[config.mk]
export PLATFORM = sky130hd
export DESIGN_NAME = nvc_top
export DESIGN_NICKNAME = d
export VERILOG_FILES = /design/src/design/nvc_pkg.sv /design/src/design/nvc_arbiter.sv /design/src/design/nvc_top.sv
export SDC_FILE = /design/constraint.sdc
export NUM_CORES = 1
export LEC_CHECK = 0
export ABC_AREA = 1
export BUFFER_PORTS_ARGS = -buffer_cell sky130_fd_sc_hd__buf_2
export CAP_MARGIN = 40
export CORE_UTILIZATION = 40
export CTS_CLUSTER_SIZE = 14
export DETAILED_ROUTE_END_ITERATION = 10
export SYNTH_ARGS = -nofsm -noshare
export SYNTH_HDL_FRONTEND = slang
export SYNTH_SLANG_ARGS = --single-unit
[constraint.sdc]
create_clock -name clk -period 68.1 [get_ports clk]
set_input_delay 6.81 -clock clk [delete_from_list [all_inputs] [get_ports clk]]
set_output_delay 6.81 -clock clk [all_outputs]
set_load 0.05 [all_outputs]
[src/design/nvc_pkg.sv]
// Purpose: shared constants and carriers for the nested vector controller
// Assumes: 50 MHz core clock, one clock domain
// Notes: vector numbers follow word offsets in the vector table
package nvc_pkg;
    localparam int NVC_NUM_IRQ = 32;
    localparam int NVC_NUM_EXT = 16;
    localparam int NVC_PRIO_W = 2;
    localparam int NVC_VEC_W = 6;
    localparam int NVC_ADDR_W = 32;
    localparam int NVC_ENTRY_BYTES = 4;
    // table offsets of system entries and of peripheral entry 0
    localparam logic [7:0] NVC_OFS_RESET = 8'h04;
    localparam logic [7:0] NVC_OFS_NMI = 8'h08;
    localparam logic [7:0] NVC_OFS_FAULT = 8'h0C;
    localparam logic [7:0] NVC_OFS_SVCALL = 8'h2C;
    localparam logic [7:0] NVC_OFS_PENDSR = 8'h38;
    localparam logic [7:0] NVC_OFS_TICK = 8'h3C;
    localparam logic [7:0] NVC_OFS_IRQ0 = 8'h40;
    localparam int NVC_STACK_CYC = 16;
    localparam int NVC_UNSTACK_CYC = 16;
    localparam int NVC_TICK_W = 24;
    localparam logic [23:0] NVC_TICK_RELOAD_RST = 24'h00_FFFF;
    localparam logic [1:0] NVC_PRIO_RST = 2'h0;

    typedef enum logic [2:0] {
        NVC_IDLE = 3'b000,
        NVC_FETCH = 3'b001,
        NVC_STACK = 3'b010,
        NVC_RUN = 3'b011,
        NVC_UNSTACK = 3'b100
    } nvc_state_t;

    // request seen by the core
    typedef struct packed {
        logic fetch;
        logic [31:0] addr;
        logic handler_go;
        logic [5:0] vector;
    } nvc_core_req_t;
endpackage

[src/design/nvc_arbiter.sv]
// Purpose: picks most urgent pending request among peripheral vectors
// Assumes: purely combinational, same clock domain as caller
// Notes: lower level value wins, lower index breaks ties
`timescale 1ns/1ps
`default_nettype none
module nvc_arbiter #(
    parameter int N = 32
) (
    input wire logic [N-1:0] pend,
    input wire logic [2*N-1:0] prio,
    output logic found,
    output logic [4:0] index,
    output logic [1:0] level
);
    // scan from highest index down so lower index overwrites on tie
    always_comb begin
        found = 1'b0;
        index = 5'h0;
        level = 2'h3;
        for (int i = N - 1; i >= 0; i--) begin
            if (pend[i] && (!found || prio[2*i +: 2] <= level)) begin
                found = 1'b1;
                index = 5'(i);
                level = prio[2*i +: 2];
            end
        end
    end
endmodule
`default_nettype wire

[src/design/nvc_top.sv]
// Purpose: nested vector controller core-side sequencer
// Assumes: sources synchronous except ext lines; core fetches by addr
// Notes: priority and enable inputs are static configuration levels
`timescale 1ns/1ps
`default_nettype none
module nvc_top
    import nvc_pkg::*;
#(
    parameter int NUM_IRQ = nvc_pkg::NVC_NUM_IRQ,
    parameter logic [31:0] TABLE_BASE = 32'h0000_0000
) (
    input wire logic clk,
    input wire logic reset_n,
    input wire logic [NUM_IRQ-1:0] periph_irq,
    input wire logic [15:0] ext_line_interrupt,
    input wire logic [NUM_IRQ-1:0] irq_enable,
    input wire logic [2*NUM_IRQ-1:0] irq_prio,
    input wire logic [5:0] sys_prio,
    input wire logic global_mask,
    input wire logic parity_error,
    input wire logic clock_security,
    input wire logic bus_fault,
    input wire logic super_call_exec,
    input wire logic pend_service_set,
    input wire logic tick_enable,
    input wire logic [23:0] tick_reload,
    input wire logic handler_return,
    output logic fetch_valid,
    output logic [31:0] fetch_addr,
    output logic handler_start,
    output logic [5:0] active_vector,
    output logic busy
);
    import nvc_pkg::*;

    nvc_state_t state_q;
    logic [4:0] cnt_q;
    logic [15:0] ext_s1_q, ext_s2_q, ext_s3_q;
    logic [NUM_IRQ-1:0] pend_q;
    logic nmi_q, fault_q, scall_q, psv_q, tick_q;
    logic [23:0] tick_cnt_q;
    logic [5:0] vec_q;
    logic [NUM_IRQ-1:0] req;
    logic arb_found;
    logic [4:0] arb_idx;
    logic [1:0] arb_lvl;
    logic take;
    logic [5:0] take_vec;
    logic [1:0] best_lvl;
    logic [NUM_IRQ-1:0] clr_irq;
    logic clr_nmi, clr_fault, clr_scall, clr_psv, clr_tick;

    // external lines: two sync flops then edge detect on stage two
    always_ff @(posedge clk or negedge reset_n) begin
        if (!reset_n) begin
            ext_s1_q <= 16'h0000;
            ext_s2_q <= 16'h0000;
            ext_s3_q <= 16'h0000;
        end else begin
            ext_s1_q <= ext_line_interrupt;
            ext_s2_q <= ext_s1_q;
            ext_s3_q <= ext_s2_q;
        end
    end

    // one line per peripheral, ext lines OR into first 16 channels
    always_comb begin
        req = periph_irq;
        req[15:0] = periph_irq[15:0] | (ext_s2_q & ~ext_s3_q);
    end

    // core tick 24-bit down counter
    always_ff @(posedge clk or negedge reset_n) begin
        if (!reset_n) begin
            tick_cnt_q <= NVC_TICK_RELOAD_RST;
        end else if (!tick_enable) begin
            tick_cnt_q <= tick_reload;
        end else if (tick_cnt_q == 24'h00_0000) begin
            tick_cnt_q <= tick_reload;
        end else begin
            tick_cnt_q <= tick_cnt_q - 24'h00_0001;
        end
    end
    wire tick_hit = tick_enable && tick_cnt_q == 24'h00_0000;

    // sticky pending flags, set wins over clear
    always_ff @(posedge clk or negedge reset_n) begin
        if (!reset_n) begin
            pend_q <= '0;
            nmi_q <= 1'b0;
            fault_q <= 1'b0;
            scall_q <= 1'b0;
            psv_q <= 1'b0;
            tick_q <= 1'b0;
        end else begin
            pend_q <= (pend_q & ~clr_irq) | req;
            nmi_q <= (nmi_q & ~clr_nmi) | parity_error |
                clock_security;
            fault_q <= (fault_q & ~clr_fault) | bus_fault;
            scall_q <= (scall_q & ~clr_scall) | super_call_exec;
            psv_q <= (psv_q & ~clr_psv) | pend_service_set;
            tick_q <= (tick_q & ~clr_tick) | tick_hit;
        end
    end

    nvc_arbiter #(.N(NUM_IRQ)) u_arb (
        .pend(pend_q & irq_enable),
        .prio(irq_prio),
        .found(arb_found),
        .index(arb_idx),
        .level(arb_lvl)
    );

    // select: nmi, fault fixed above all; then programmable by level
    always_comb begin
        take = 1'b0;
        take_vec = 6'h0;
        best_lvl = 2'h3;
        if (nmi_q) begin
            take = 1'b1;
            take_vec = 6'(NVC_OFS_NMI >> 2);
        end else if (fault_q) begin
            take = 1'b1;
            take_vec = 6'(NVC_OFS_FAULT >> 2);
        end else if (!global_mask) begin
            // lower vector first, so strict compare keeps earlier on tie
            if (scall_q) begin
                take = 1'b1;
                take_vec = 6'(NVC_OFS_SVCALL >> 2);
                best_lvl = sys_prio[1:0];
            end
            if (psv_q && (!take || sys_prio[3:2] < best_lvl)) begin
                take = 1'b1;
                take_vec = 6'(NVC_OFS_PENDSR >> 2);
                best_lvl = sys_prio[3:2];
            end
            if (tick_q && (!take || sys_prio[5:4] < best_lvl)) begin
                take = 1'b1;
                take_vec = 6'(NVC_OFS_TICK >> 2);
                best_lvl = sys_prio[5:4];
            end
            if (arb_found && (!take || arb_lvl < best_lvl)) begin
                take = 1'b1;
                take_vec = 6'(NVC_OFS_IRQ0 >> 2) + 6'(arb_idx);
                best_lvl = arb_lvl;
            end
        end
    end

    // clear the flag of the vector being accepted
    wire accept = take && (state_q == NVC_IDLE ||
        (state_q == NVC_RUN && handler_return));
    always_comb begin
        clr_irq = '0;
        clr_nmi = accept && take_vec == 6'(NVC_OFS_NMI >> 2);
        clr_fault = accept && take_vec == 6'(NVC_OFS_FAULT >> 2);
        clr_scall = accept && take_vec == 6'(NVC_OFS_SVCALL >> 2);
        clr_psv = accept && take_vec == 6'(NVC_OFS_PENDSR >> 2);
        clr_tick = accept && take_vec == 6'(NVC_OFS_TICK >> 2);
        if (accept && take_vec >= 6'(NVC_OFS_IRQ0 >> 2)) begin
            clr_irq[arb_idx] = 1'b1;
        end
    end

    // sequencer: fetch, stack, run, unstack or chain
    always_ff @(posedge clk or negedge reset_n) begin
        if (!reset_n) begin
            state_q <= NVC_IDLE;
            cnt_q <= 5'h00;
            vec_q <= 6'(NVC_OFS_RESET >> 2);
        end else begin
            unique case (state_q)
                NVC_IDLE: begin
                    if (take) begin
                        vec_q <= take_vec;
                        state_q <= NVC_FETCH;
                    end
                end
                NVC_FETCH: begin
                    cnt_q <= 5'h01;
                    state_q <= NVC_STACK;
                end
                NVC_STACK: begin
                    cnt_q <= cnt_q + 5'h01;
                    if (cnt_q == 5'(NVC_STACK_CYC)) begin
                        state_q <= NVC_RUN;
                    end
                end
                NVC_RUN: begin
                    if (handler_return && take) begin
                        vec_q <= take_vec; // tail chain
                        state_q <= NVC_FETCH;
                    end else if (handler_return) begin
                        cnt_q <= 5'h01;
                        state_q <= NVC_UNSTACK;
                    end
                end
                NVC_UNSTACK: begin
                    cnt_q <= cnt_q + 5'h01;
                    if (cnt_q == 5'(NVC_UNSTACK_CYC)) begin
                        state_q <= NVC_IDLE;
                    end
                end
                default: state_q <= NVC_IDLE;
            endcase
        end
    end

    // registered core outputs
    always_ff @(posedge clk or negedge reset_n) begin
        if (!reset_n) begin
            fetch_valid <= 1'b0;
            fetch_addr <= 32'h0000_0000;
            handler_start <= 1'b0;
            active_vector <= 6'h00;
            busy <= 1'b0;
        end else begin
            fetch_valid <= state_q == NVC_FETCH;
            fetch_addr <= TABLE_BASE +
                32'(vec_q) * 32'(NVC_ENTRY_BYTES);
            handler_start <= state_q == NVC_STACK &&
                cnt_q == 5'(NVC_STACK_CYC);
            active_vector <= vec_q;
            busy <= state_q != NVC_IDLE;
        end
    end

    // entry: exactly 16 stacking cycles after fetch
    stack_time_a: assert property (
        @(posedge clk) disable iff (!reset_n)
        fetch_valid |-> ##16 handler_start)
        else $error("handler start not 16 cycles after fetch");
    // masked peripheral never accepted
    mask_block_a: assert property (
        @(posedge clk) disable iff (!reset_n)
        (state_q == NVC_IDLE && global_mask && !nmi_q && !fault_q)
        |=> state_q == NVC_IDLE)
        else $error("masked request was accepted");
    // nmi beats everything
    nmi_first_a: assert property (
        @(posedge clk) disable iff (!reset_n)
        (state_q == NVC_IDLE && nmi_q) |=> vec_q == 6'h02)
        else $error("nmi not taken first");
    // bus memory fault beats everything but nmi, mask or not
    fault_first_a: assert property (
        @(posedge clk) disable iff (!reset_n)
        (state_q == NVC_IDLE && fault_q && !nmi_q) |=> vec_q == 6'h03)
        else $error("bus memory fault not taken");
    // fetched word is the table entry of the vector shown
    entry_word_a: assert property (
        @(posedge clk) disable iff (!reset_n)
        fetch_valid |->
        fetch_addr == TABLE_BASE + {24'h00_0000, active_vector, 2'b00})
        else $error("fetch address is not the vector entry word");
    // unstack lasts exactly 16 cycles, then back to idle
    unstack_time_a: assert property (
        @(posedge clk) disable iff (!reset_n)
        $rose(state_q == NVC_UNSTACK) |-> (state_q == NVC_UNSTACK) [*8]
        ##1 (state_q == NVC_UNSTACK) [*8] ##1 (state_q == NVC_IDLE))
        else $error("unstack length wrong");
endmodule
`default_nettype wire

After elaboration in Yosys (flattened, before gate mapping)
Cells that the tools add are included.

Flip-flop bits (word level): 132. Output and inout port bits: 41.

Add/subtract/negate cells: 3. Order comparisons: 37. Equality and inequality tests: 17. Muxes and demuxes: 148. Bitwise gates (word level): 23. Reduce and logical (&&, ||, !) cells: 124.

Operator list (number): $mux W5 (34); $mux W2 (44); $and A32 B32 Y32 (2); $le A2 B2 Y1 (31); $mux W1 (49); $mux W24 (2); $mux W6 (8); $logic_and A1 B1 Y1 (46); $logic_or A1 B1 Y1 (35); $logic_not A1 Y1 (34); $mux W32 (1); $not A32 Y32 (1); $or A32 B32 Y32 (1); $logic_not A24 Y1 (1); $sub A24 B1 Y24 const B (1); $eq A6 B4 Y1 const B (3); $and A16 B16 Y16 (1); $not A16 Y16 (1); $or A16 B16 Y16 (1); $mux W3 (5); $pmux W3 S5 (1); $pmux W5 S3 (1); $eq A6 B2 Y1 const B (2); $pmux W6 S2 (1); 24 further kinds (46).

Longest topological paths before layout
Gate-level depths: netlist (run 1).

Depth after elaboration: 139. Gate-level depth with buffers: 263. Mapped depth without buffers: 263.

By module
Synthesis (run 1) repeated with hierarchy kept, for this count alone.

Cell total of the unflattened synthesis: 1254. Area, all modules: 9158.8 sq um.

By module, submodules not included: nvc_top (instances 1, cells each 676, area an instance 5960.7 sq um); nvc_arbiter (instances 1, cells each 578, area an instance 3198.1 sq um).

Worst setup path after synthesis (run 1)
No wires, ideal clock.

Path kind: input port to flip-flop. Start point: input irq_enable[31]. End point: register tick_q. Setup time: 0.121 ns. Arrival: 35.432 ns. Data required time: 67.979 ns. Path slack: 32.547 ns. Stages on the path: 237. Cells stage by stage: nand2_4 or2_1 ha_1 nand2_1 inv_1 nor2_2 nand2_1 nand2_2 nand2_1 o21ai_2 ha_1 inv_1 o21bai_1 nand3_1 nand2_2 nand2_2 o21ai_2 ha_1 (+201 left out) ha_1 a21oi_1 a21oi_1 a21oi_2 inv_2 nand2_1 nand2_1 ha_1 nand2_1 nand2_1 nand2_2 nand2_4 inv_2 nor2_1 nor2_2 nand2_1 o21bai_1 nand2_1.

Longest elaborated chain between the ends: 138. Elaborated cells on any way between the ends: 239. Those cells by class: 1 x add/sub; 32 x order compare; 1 x eq/ne; 104 x mux; 4 x bitwise; 97 x reduce/logical.

Ends and longest elaborated chain: from (decl) (line nvc_top.sv:16) `input wire logic [NUM_IRQ-1:0] irq_enable,`; $and A32 B32 Y32 (*) (line nvc_top.sv:107) `.pend(pend_q & irq_enable),`; parallel branches: the longest is 133 deep, another holds $le A2 B2 Y1; $logic_and A1 B1 Y1 (*) (line nvc_top.sv:159) `clr_tick = accept && take_vec == 6'(NVC_OFS_TICK >> 2);`; $not A1 Y1 (*) (line nvc_top.sv:102) `tick_q <= (tick_q & ~clr_tick) | tick_hit;`; $and A1 B1 Y1 (*) (line nvc_top.sv:102); $or A1 B1 Y1 (*) (line nvc_top.sv:102); to (signal assigned) (line nvc_top.sv:102); to (decl) (line nvc_top.sv:40) `logic nmi_q, fault_q, scall_q, psv_q, tick_q;`.

Every way passes the cells marked *. A chain may end at the register's enable or synchronous reset.

Worst setup path after layout (run 1)
Start point: input irq_enable[31]. End point: register pend_q[1].

Longest elaborated chain between the ends: 139. Elaborated cells on any way between the ends: 245. Those cells by class: 1 x add/sub; 35 x order compare; 107 x mux; 4 x bitwise; 98 x reduce/logical.

Ends and longest elaborated chain: $and A32 B32 Y32 (*) (line nvc_top.sv:107); parallel branches: the longest is 134 deep, another holds $le A2 B2 Y1; $mux W32 (*) (line nvc_top.sv:160) `if (accept && take_vec >= 6'(NVC_OFS_IRQ0 >> 2)) begin`; $not A32 Y32 (*) (line nvc_top.sv:96) `pend_q <= (pend_q & ~clr_irq) | req;`; $and A32 B32 Y32 (*) (line nvc_top.sv:96); $or A32 B32 Y32 (*) (line nvc_top.sv:96); to (signal assigned) (line nvc_top.sv:96); to (decl) (line nvc_top.sv:39) `logic [NUM_IRQ-1:0] pend_q;`.

Marked as above.

==> results.md, run 1 <==
| Metric | Reported |
|:---|:---|
| Floorplan die area | 24100 um2 |
| Placeable Area | 22800 um2 |
| Post-detailed-routing wire length | 22800 um |
| Total Negative Setup Slacks | 0 ps |
| Sequential share of the synthesized area | 35.4% |
| Critical path class | in -> reg |
| CTS tree | done |
| Hold_sp | ext_s1_q[5]$_DFF_PN0_ |
| Via count of the first global-routing pass | 7853 |
| Die Y-Extent | 155 um |
| Commonest non-fill, non-tap cell in the layout | nand2_1 |
| CTS H-Tree Depth | 4 |
| Final weighted congestion of routability-driven global placement | 0.863 |
| Cells after Synth | 1252 |
| Number of warnings issued by yosys | 0 |
| Data arrival time of the worst path | 38820 ps |
| Initial antenna violation count | 1 |
| Crit-path slowest cell | nand3_4 |
| Final antenna-violating net count | 0 |
| Crit-path max cell delay | 430 ps |
| Global-route wire length before repair | 37200 um |
| Number of instances resized during post-cts repair | 0 |
| Layout overhead on the synthesized area | 19.9% |
| Register-to-Register Setup Slack | 35650 ps |
| Clock input transition at the sequential cells of the worst setup and hold paths | 60 ps |
| Combined area of all synthesized cells | 9390 um2 |
| Initial cell density of the core | 41.1% |
| Port Buffers | 198 |
| Count of boundary I/O pins | 225 |
| Critical path's top delay family | simple AND/OR/NAND/NOR gates |
| Max-cap violation count | 0 |
| Clock root buffer | clkbuf_16 |
| Latest clock arrival within the worst-skew pair | 420 ps |
| Synthesis-stage register bit count | 132 |
| Setup repair after global routing missed its margin | false |
| Number of different library cells in the post-synthesis netlist | 51 |
| Detailed-routing iteration count for the pre-antenna-repair pass | 4 |
| Number of clock sinks | 132 |
| Number of CTS-inserted buffers | 17 |
| Layout cells sized above 1 | 25.8% |
| Mean routed wirelength per cell | 12.8 um |
| Die Width | 155 um |
| Overall fraction of global-route tracks in use | 19.6% |
| Total number of placement rows | 55 |
| Largest net degree at the start of global routing | 62 |
| FF-to-FF End | pend_q[1]$_DFF_PN0_ |
| HP Class | reg -> reg |
| Number of inserted filler cells in the final layout | 2344 |
| Final Net Count | 1710 |
| Worst path bufs/invs | 31 |
| Register area | 3320 um2 |
| Required time reported for the critical path endpoint | 68400 ps |
| Number of vias in the routed layout | 8246 |
| Mapped Avg Cell Area | 7.50 um2 |
| Hold Crit Endpoint | ext_s2_q[5]$_DFF_PN0_ |
| Worst r2r path cells | 236 |
| Maximum buffer depth of the clock tree | 2 |
| Grt ovf | 0 |
| Startpoint class of the critical path | input pin |
| Setup clock skew after layout | 6.62 ps |
| Most frequent cells in the layout | nand2_1, inv_1, buf_2 |
| Critical path's most frequent cell | nand2_1 |
| Detailed Route Iter0 Violations | 415 |
| Number of design rule violations left after detail routing | 0 |
| # Post-CTS Setup Buffers | 0 |
| Capturing element type of the critical path | flip-flop |
| Drt via density | 4.62 |
| Min cycle time layout | 38520 ps |
| Final number of hold-violating endpoints | 0 |
| Result of the run | finished, final reports clean |
| CTS hold repair buffers | 0 |
| Pins Over Slew Limit | 0 |
| Biggest fanout along the worst timing path | 34 |
| Period utilisation layout | 56.6% |
| Hold Crit Depth | 0 |
| Max_slew headroom | 41.4% |
| Slew at the pin with the worst max-slew slack | 878 ps |
| HPWL Detailed | 18400 um |
| Final number of setup-violating endpoints | 0 |
| Start of the worst register-to-register path | pend_q[31]$_DFF_PN0_ |
| Total area of multi-input combinational cells | 5030 um2 |
| Top achievable clock speed | 26.0 MHz |
==> cell usage after synthesis (all sizes together) <==
| master | number | share of area, % |
|---|---|---|
| a21oi | 62 | 3.3 |
| dfstp | 17 | 4.8 |
| o21ai | 96 | 6.4 |
| o21a | 2 | 0.16 |
| nor2 | 110 | 5.2 |
| nor3b | 2 | 0.16 |
| xor2 | 8 | 0.75 |
| clkinv | 4 | 0.16 |
| a31o | 1 | 0.093 |
| conb | 1 | 0.040 |
| o221ai | 4 | 0.51 |
| a31oi | 4 | 0.27 |
| o21bai | 4 | 0.32 |
| nand2 | 322 | 13 |
| a22oi | 1 | 0.080 |
| nand3 | 82 | 6.1 |
| inv | 220 | 8.8 |
| mux2i | 1 | 0.11 |
| nand3b | 1 | 0.080 |
| nand4 | 8 | 0.73 |
| nor3 | 16 | 0.91 |
| o311ai | 1 | 0.093 |
| and2 | 19 | 1.3 |
| nor4 | 7 | 0.47 |
| dfrtp | 115 | 31 |
| or2 | 11 | 0.73 |
| a41oi | 1 | 0.093 |
| o211ai | 14 | 1.2 |
| o22ai | 1 | 0.067 |
| ha | 69 | 9.2 |
| a211o | 1 | 0.093 |
| and3 | 1 | 0.067 |
| clkbuf | 4 | 0.16 |
| xnor2 | 7 | 0.65 |
| buf | 35 | 2.9 |
==> routing by layer <==
layer  up-vias  wire, um  track usage (%)
met4         0       269             5.42
met1      3708     10800             25.3
li1       4357         -                -
met3        18      1120             4.29
met5         -         0                0
met2       163     10700             33.1
==> state kept, by name, indices dropped and copies added, names as in the netlist, 3 cells and up <==
name / count
state_q: 3
pend_q: 32
fetch_addr: 6
ext_s3_q: 16
ext_s2_q: 16
tick_cnt_q: 24
vec_q: 6
ext_s1_q: 16
cnt_q: 5
==> worst max-delay path by stage <==
stage                         startpoint              endpoint  depth (start not counted)
after CTS                 irq_enable[31]   pend_q[1]$_DFF_PN0_                        237
after global placement    irq_enable[31]   pend_q[1]$_DFF_PN0_                        236
after global routing      irq_enable[31]  pend_q[24]$_DFF_PN0_                        242
final                     irq_enable[31]   pend_q[1]$_DFF_PN0_                        237
after floorplan           irq_enable[31]      tick_q$_DFF_PN0_                        237
after detailed placement  irq_enable[31]   pend_q[1]$_DFF_PN0_                        237
==> metrics by stage <==
step	instance area (um2)	cells	util [%]	setup slack, ps	hold WS, ps
after floorplan	9480	1277	-	32550	331
after detailed placement	10600	1751	46.4	29250	335
final	11300	1785	49.3	29580	346
after CTS	11300	1783	49.2	29630	348
after global placement	10600	1750	46.3	30120	332
after global routing	11300	1783	49.2	26290	352
==> cell type report <==
class	count	area share (%)
Antenna cell	2	0.0445
Multi-Input combinational cell	882	44.7
Tap cell	313	3.48
Clock buffer	20	4.15
Timing Repair Buffer	200	9.10
Sequential cell	132	29.5
Clock inverter	12	1.57
Inverter	224	7.47
==> cells by family (layout without fill, tap and decap cells) <==
group / Yosys count / in the layout / synth area share, %
XOR/XNOR: 15 / 15 / 1.40
adder cells (fa/ha/maj): 69 / 69 / 9.20
buffers and inverters: 263 / 456 / 12.0
other: 1 / 28 / 0.0399
multiplexers: 1 / 1 / 0.107
flip-flops: 132 / 132 / 35.4
AO/OA/AOI/OAI: 192 / 192 / 12.7
AND/OR/NAND/NOR: 579 / 579 / 29.1
==> worst register-to-register path, delay by kind of cell, from the launching register on <==
family / cells / cell delay, ps
simple gates: 117 / 14400
fa+ha+maj: 32 / 8520
compound gates: 57 / 6780
buf+inv: 30 / 2240
flops: 1 / 420
Power of run 1 is not shown: default switching activity piles up to over one toggle a cycle in this logic, so the estimate is an artifact.
==> inputs of run 2 (changes only) <==
==> constraint.sdc (replaced) <==
create_clock -name clk -period 33.6 [get_ports clk]
set_input_delay 3.36 -clock clk [delete_from_list [all_inputs] [get_ports clk]]
set_output_delay 3.36 -clock clk [all_outputs]
set_load 0.05 [all_outputs]
==> run 2 against run 1 <==
Net effect: final area up 14%; worst hold slack lost 8.5 ps; count of clock-buffer cells in the layout is 7 higher; global-route usage is 0.23 points higher; sequential cell count is the same; first-iteration DRC count is 10% lower; utilization is 6.7 points higher; cell count is 4.8% higher; non-clock buffer count rose by 84; highest routed layer unchanged.
==> results.md, run 2 (synthesis gave the netlist of run 1 again) <==
| Metric | Reported |
|:---|:---|
| Final number of hold-violating endpoints | 0 |
| Total number of placement rows | 55 |
| Min cycle time layout | 32400 ps |
| Latest clock arrival within the worst-skew pair | 420 ps |
| Number of CTS-inserted buffers | 17 |
| Number of design rule violations left after detail routing | 0 |
| Critical path's most frequent cell | nand2_2 |
| Final antenna-violating net count | 0 |
| Maximum buffer depth of the clock tree | 2 |
| Placeable Area | 22800 um2 |
| Clock input transition at the sequential cells of the worst setup and hold paths | 60 ps |
| Number of flip-flops in the largest register | 32 |
| Register-to-Register Setup Slack | 3790 ps |
| Worst hold-check slack | 338 ps |
| HP Class | reg -> reg |
| Crit-path max cell delay | 330 ps |
| Data arrival time of the worst path | 32700 ps |
| Slew at the pin with the worst max-slew slack | 829 ps |
| Crit-path slowest cell | ha_1 |
| Pins Over Slew Limit | 0 |
| Total Negative Setup Slacks | 0 ps |
| Largest net degree at the start of global routing | 65 |
| Post-detailed-routing wire length | 26000 um |
| Max_slew headroom | 44.7% |
| Floorplan die area | 24100 um2 |
| Drt via density | 4.75 |
| Final weighted congestion of routability-driven global placement | 0.853 |
| Critical path class | in -> reg |
| Biggest fanout along the worst timing path | 11 |
| Die Y-Extent | 155 um |
| Port Buffers | 198 |
| Post-route cell area | 12800 um2 |
| Die Width | 155 um |
| Top achievable clock speed | 30.9 MHz |
| Setup clock skew after layout | 10.5 ps |
| Initial cell density of the core | 41.1% |
| Startpoint class of the critical path | input pin |
| Hold_sp | ext_s1_q[15]$_DFF_PN0_ |
| Area of placed instances | 10700 um2 |
| Final standard cell utilization of the core | 56.0% |
| CTS H-Tree Depth | 4 |
| Number of vias in the routed layout | 8890 |
| Detailed Route Iter0 Violations | 373 |
| Overall fraction of global-route tracks in use | 19.8% |
| Number of clock sinks | 132 |
| Hold Crit Depth | 0 |
| Via count of the first global-routing pass | 8072 |
| Period utilisation layout | 96.4% |
| Global-route wire length before repair | 37900 um |
| Count of boundary I/O pins | 225 |
| CTS hold repair buffers | 0 |
| FF-to-FF End | pend_q[27]$_DFF_PN0_ |
| Mean routed wirelength per cell | 13.9 um |
| Worst r2r path cells | 243 |
| Clock root buffer | clkbuf_16 |
| Result of the run | finished, final reports clean |
| Commonest non-fill, non-tap cell in the layout | nand2_1 |
| Required time reported for the critical path endpoint | 33900 ps |
| Final number of setup-violating endpoints | 0 |
| Register with the most flip-flops | pend_q |
| Most frequent cells in the layout | nand2_1, buf_2, inv_1 |
| Grt ovf | 0 |
| Layout cells sized above 1 | 40.1% |
| Final Net Count | 1794 |
| Capturing element type of the critical path | flip-flop |
| Largest registers | pend_q x32, tick_cnt_q x24 |
| HPWL Detailed | 18800 um |
| CTS tree | done |
| Setup repair after global routing missed its margin | true |
| Max-cap violation count | 0 |
| Detailed-routing iteration count for the pre-antenna-repair pass | 5 |
| Layout overhead on the synthesized area | 36.3% |
| Hold Crit Endpoint | ext_s2_q[15]$_DFF_PN0_ |
| Initial antenna violation count | 2 |
| Start of the worst register-to-register path | pend_q[31]$_DFF_PN0_ |
## run 2: cell types whose count changed in the layout (fill, tap and decap cells not counted), sizes merged
cell / before / now
buf: 200 / 281
clkbuf: 20 / 30
clkinv: 9 / 3
bufinv: 4 / 1
inv: 221 / 224
clkinvlp: 2 / 1
diode: 2 / 3
## run 2: final cells by class
cell class,instances,area (um2)
tap,313,392
clock inverter,5,52.6
clock buffer,27,503
sequential,132,3320
fill,2183,10100
multi-input combinational,882,5900
timing repair buffer,284,1770
inverter,224,848
antenna,3,7.51
## run 2: metrics by stage
stage / setup slack [ps] / cells
2_1_floorplan: 1500 / 1277
3_3_place_gp: 83.8 / 1766
3_5_place_dp: -903 / 1767
4_1_cts: 13.6 / 1801
5_1_grt: -870 / 1868
6_report: 1200 / 1870
## run 2: routing by layer
| layer | vias up | part of all wire [%] | GRT usage, % | routed length, um |
|---|---|---|---|---|
| met2 | 226 | 49 | 33.5 | 12800 |
| met3 | 34 | 4.9 | 3.96 | 1260 |
| met4 | 0 | 1.8 | 5.18 | 456 |
| met1 | 4088 | 44 | 25.9 | 11400 |
| li1 | 4542 | - | - | - |
| met5 | - | 0 | 0 | 0 |
## run 2: worst max-delay path by stage
stage / start / to / slack, ps / cells past startpoint
after floorplan: irq_enable[31] / tick_q$_DFF_PN0_ / 1500 / 237
after CTS: irq_enable[31] / pend_q[2]$_DFF_PN0_ / 10 / 237
after detailed placement: irq_enable[31] / pend_q[31]$_DFF_PN0_ / -900 / 236
final: irq_enable[31] / pend_q[27]$_DFF_PN0_ / 1200 / 244
after global placement: irq_enable[31] / pend_q[27]$_DFF_PN0_ / 80 / 238
after global routing: irq_enable[31] / pend_q[20]$_DFF_PN0_ / -870 / 250
## run 2: timing repair
item                       CTS  global route
setup endpoints to repair   42            42
resized for setup           11           215
gates cloned                 0             3
setup buffers                2            63
pin swaps                    3           133
## run 2: critical path: cells and delay by family
kind | cells | cell delay, ps
AO/OA/AOI/OAI | 58 | 7040
adder cells (fa/ha/maj) | 32 | 7670
buffers and inverters | 39 | 3160
AND/OR/NAND/NOR | 115 | 11450
Power of run 2 is left out for the same reason.
==> inputs of run 3 (changes only) <==
--- a/config.mk
+++ b/config.mk
@@ -8,9 +8,12 @@
 export ABC_AREA = 1
 export BUFFER_PORTS_ARGS = -buffer_cell sky130_fd_sc_hd__buf_2
 export CAP_MARGIN = 40
-export CORE_UTILIZATION = 40
+export CELL_PAD_IN_SITES_DETAIL_PLACEMENT = 1
+export CELL_PAD_IN_SITES_GLOBAL_PLACEMENT = 2
+export CORE_UTILIZATION = 28
 export CTS_CLUSTER_SIZE = 14
 export DETAILED_ROUTE_END_ITERATION = 10
+export PLACE_DENSITY_LB_ADDON = 0.1
 export SYNTH_ARGS = -nofsm -noshare
 export SYNTH_HDL_FRONTEND = slang
 export SYNTH_SLANG_ARGS = --single-unit
==> run 3 against run 2 <==
Net effect: count of clock-buffer cells in the layout shrank 10; utilization decreased by 13 points; non-clock buffer count grew 83; global-route usage decreased by 2.4 points; sequential share of layout area down 2.3 points; clock skew up 1.2 ps; cell count is 11% higher; final area rose by 9.8%; maximum frequency increased by 0.92%; worst hold slack gained 8.3 ps; critical path type unchanged; largest cell class unchanged.
==> results.md, run 3 (synthesis gave the netlist of run 1 again) <==
| Metric | Reported |
|:---|:---|
| Crit-path max cell delay | 320 ps |
| Number of cells in the finished layout apart from fillers | 2082 |
| Clock input transition at the sequential cells of the worst setup and hold paths | 60 ps |
| Count of boundary I/O pins | 225 |
| Crit-path slowest cell | ha_1 |
| Die Width | 185 um |
| Max_slew headroom | 58.5% |
| Required time reported for the critical path endpoint | 33930 ps |
| Biggest fanout along the worst timing path | 5 |
| Setup clock skew after layout | 11.7 ps |
| Critical path's most frequent cell | nand2_2 |
| Number of flip-flops in the largest register | 32 |
| Critical path class | in -> reg |
| HP Class | reg -> reg |
| Maximum buffer depth of the clock tree | 2 |
| Die Y-Extent | 185 um |
| CTS hold repair buffers | 0 |
| Largest net degree at the start of global routing | 65 |
| Number of clock sinks | 132 |
| Number of design rule violations left after detail routing | 0 |
| Number of inserted filler cells in the final layout | 4055 |
| Period utilisation layout | 95.6% |
| Max-cap violation count | 0 |
| Post-route cell area | 14100 um2 |
| Final number of hold-violating endpoints | 0 |
| Most frequent cells in the layout | nand2_1, buf_2, inv_1 |
| Final standard cell utilization of the core | 42.9% |
| Start of the worst register-to-register path | pend_q[31]$_DFF_PN0_ |
| Top achievable clock speed | 31.1 MHz |
| CP startpoint | irq_enable[31] |
| Final number of setup-violating endpoints | 0 |
| Mean routed wirelength per cell | 14.7 um |
| Placeable Area | 32800 um2 |
| Startpoint class of the critical path | input pin |
| Final weighted congestion of routability-driven global placement | 0.802 |
| CTS tree | done |
| Initial cell density of the core | 28.6% |
| Min cycle time layout | 32110 ps |
| Slew at the pin with the worst max-slew slack | 623 ps |
| Data arrival time of the worst path | 32430 ps |
| Layout overhead on the synthesized area | 49.7% |
| Area of placed instances | 11500 um2 |
| HPWL Detailed | 23300 um |
| Final Net Count | 1877 |
| Overall fraction of global-route tracks in use | 17.4% |
| Largest registers | pend_q x32, tick_cnt_q x24 |
| Post-detailed-routing wire length | 30700 um |
| CTS H-Tree Depth | 4 |
| Hold_sp | ext_s1_q[2]$_DFF_PN0_ |
| Initial antenna violation count | 5 |
| Number of CTS-inserted buffers | 17 |
| Final antenna-violating net count | 0 |
| Grt ovf | 0 |
| Drt via density | 4.43 |
| Layout cells sized above 1 | 45.4% |
| Port Buffers | 198 |
| Register-to-Register Setup Slack | 4060 ps |
| Global-route wire length before repair | 46000 um |
| Detailed Route Iter0 Violations | 168 |
| Placed instance count | 1972 |
| Detailed-routing iteration count for the pre-antenna-repair pass | 4 |
| Latest clock arrival within the worst-skew pair | 440 ps |
| Register with the most flip-flops | pend_q |
| Pins Over Slew Limit | 0 |
| Via count of the first global-routing pass | 9270 |
| Worst hold-check slack | 346 ps |
| Clock root buffer | clkbuf_16 |
| Total number of placement rows | 66 |
| Commonest non-fill, non-tap cell in the layout | nand2_1 |
| Result of the run | finished, final reports clean |
| Number of vias in the routed layout | 9216 |
| Floorplan die area | 34300 um2 |
| Capturing element type of the critical path | flip-flop |
## run 3: cell count changes in the layout (fill, tap and decap cells not counted), sizes merged
cell and change:
buf +85, clkbuf -12, bufinv +4, inv +3, clkinv +2, clkinvlp +1
## run 3: through the flow
step / setup slack, ps / TNS (ps)
6_report: 1490 / 0
5_1_grt: -390 / -14100
4_1_cts: 13.5 / 0
3_5_place_dp: -968 / -37590
3_3_place_gp: -105 / -2470
2_1_floorplan: 1500 / 0
## run 3: metal layers
layer,vias up,global-route usage [%],share of wire (%),routed length (um)
li1,4688,-,-,-
met1,4364,22.2,45,13900
met2,132,29.9,50,15400
met3,28,3.62,3.0,929
met4,4,4.40,1.4,422
met5,-,0,0.088,27
## run 3: critical path, delay by kind of cell
kind,cells,cell delay [ps]
AND/OR/NAND/NOR,110,11120
AO/OA/AOI/OAI,58,7450
buffers and inverters,38,3140
adder cells (fa/ha/maj),32,7280
## run 3: what timing repair did
| item | CTS | global route |
|---|---|---|
| setup endpoints to repair | 42 | 42 |
| gates resized for setup | 16 | 260 |
| pin swaps | 30 | 169 |
| endpoints found under the hold margin | 0 | 0 |
| gates cloned | 2 | 1 |
| setup buffers | 25 | 47 |
## run 3: cell type report
type | instances | area (um2) | area share, %
Multi-Input combinational cell | 882 | 6210 | 44.2
Clock buffer | 17 | 425 | 3.03
Tap cell | 442 | 553 | 3.94
Timing Repair Buffer | 367 | 2460 | 17.5
Inverter | 224 | 843 | 6.00
Sequential cell | 132 | 3320 | 23.7
Clock inverter | 15 | 228 | 1.62
Antenna cell | 3 | 7.51 | 0.0534
## run 3: worst paths after layout
kind | endpoint | cells past startpoint
min | ext_s2_q[2]$_DFF_PN0_ | 0
max | pend_q[8]$_DFF_PN0_ | 238
min reg2reg | ext_s2_q[2]$_DFF_PN0_ | 0
max reg2reg | pend_q[8]$_DFF_PN0_ | 237
min in group asynchronous | ext_s1_q[7]$_DFF_PN0_ | 1
max in group asynchronous | vec_q[0]$_DFFE_PN1P_ | 3
Power of run 3 is left out for the same reason.
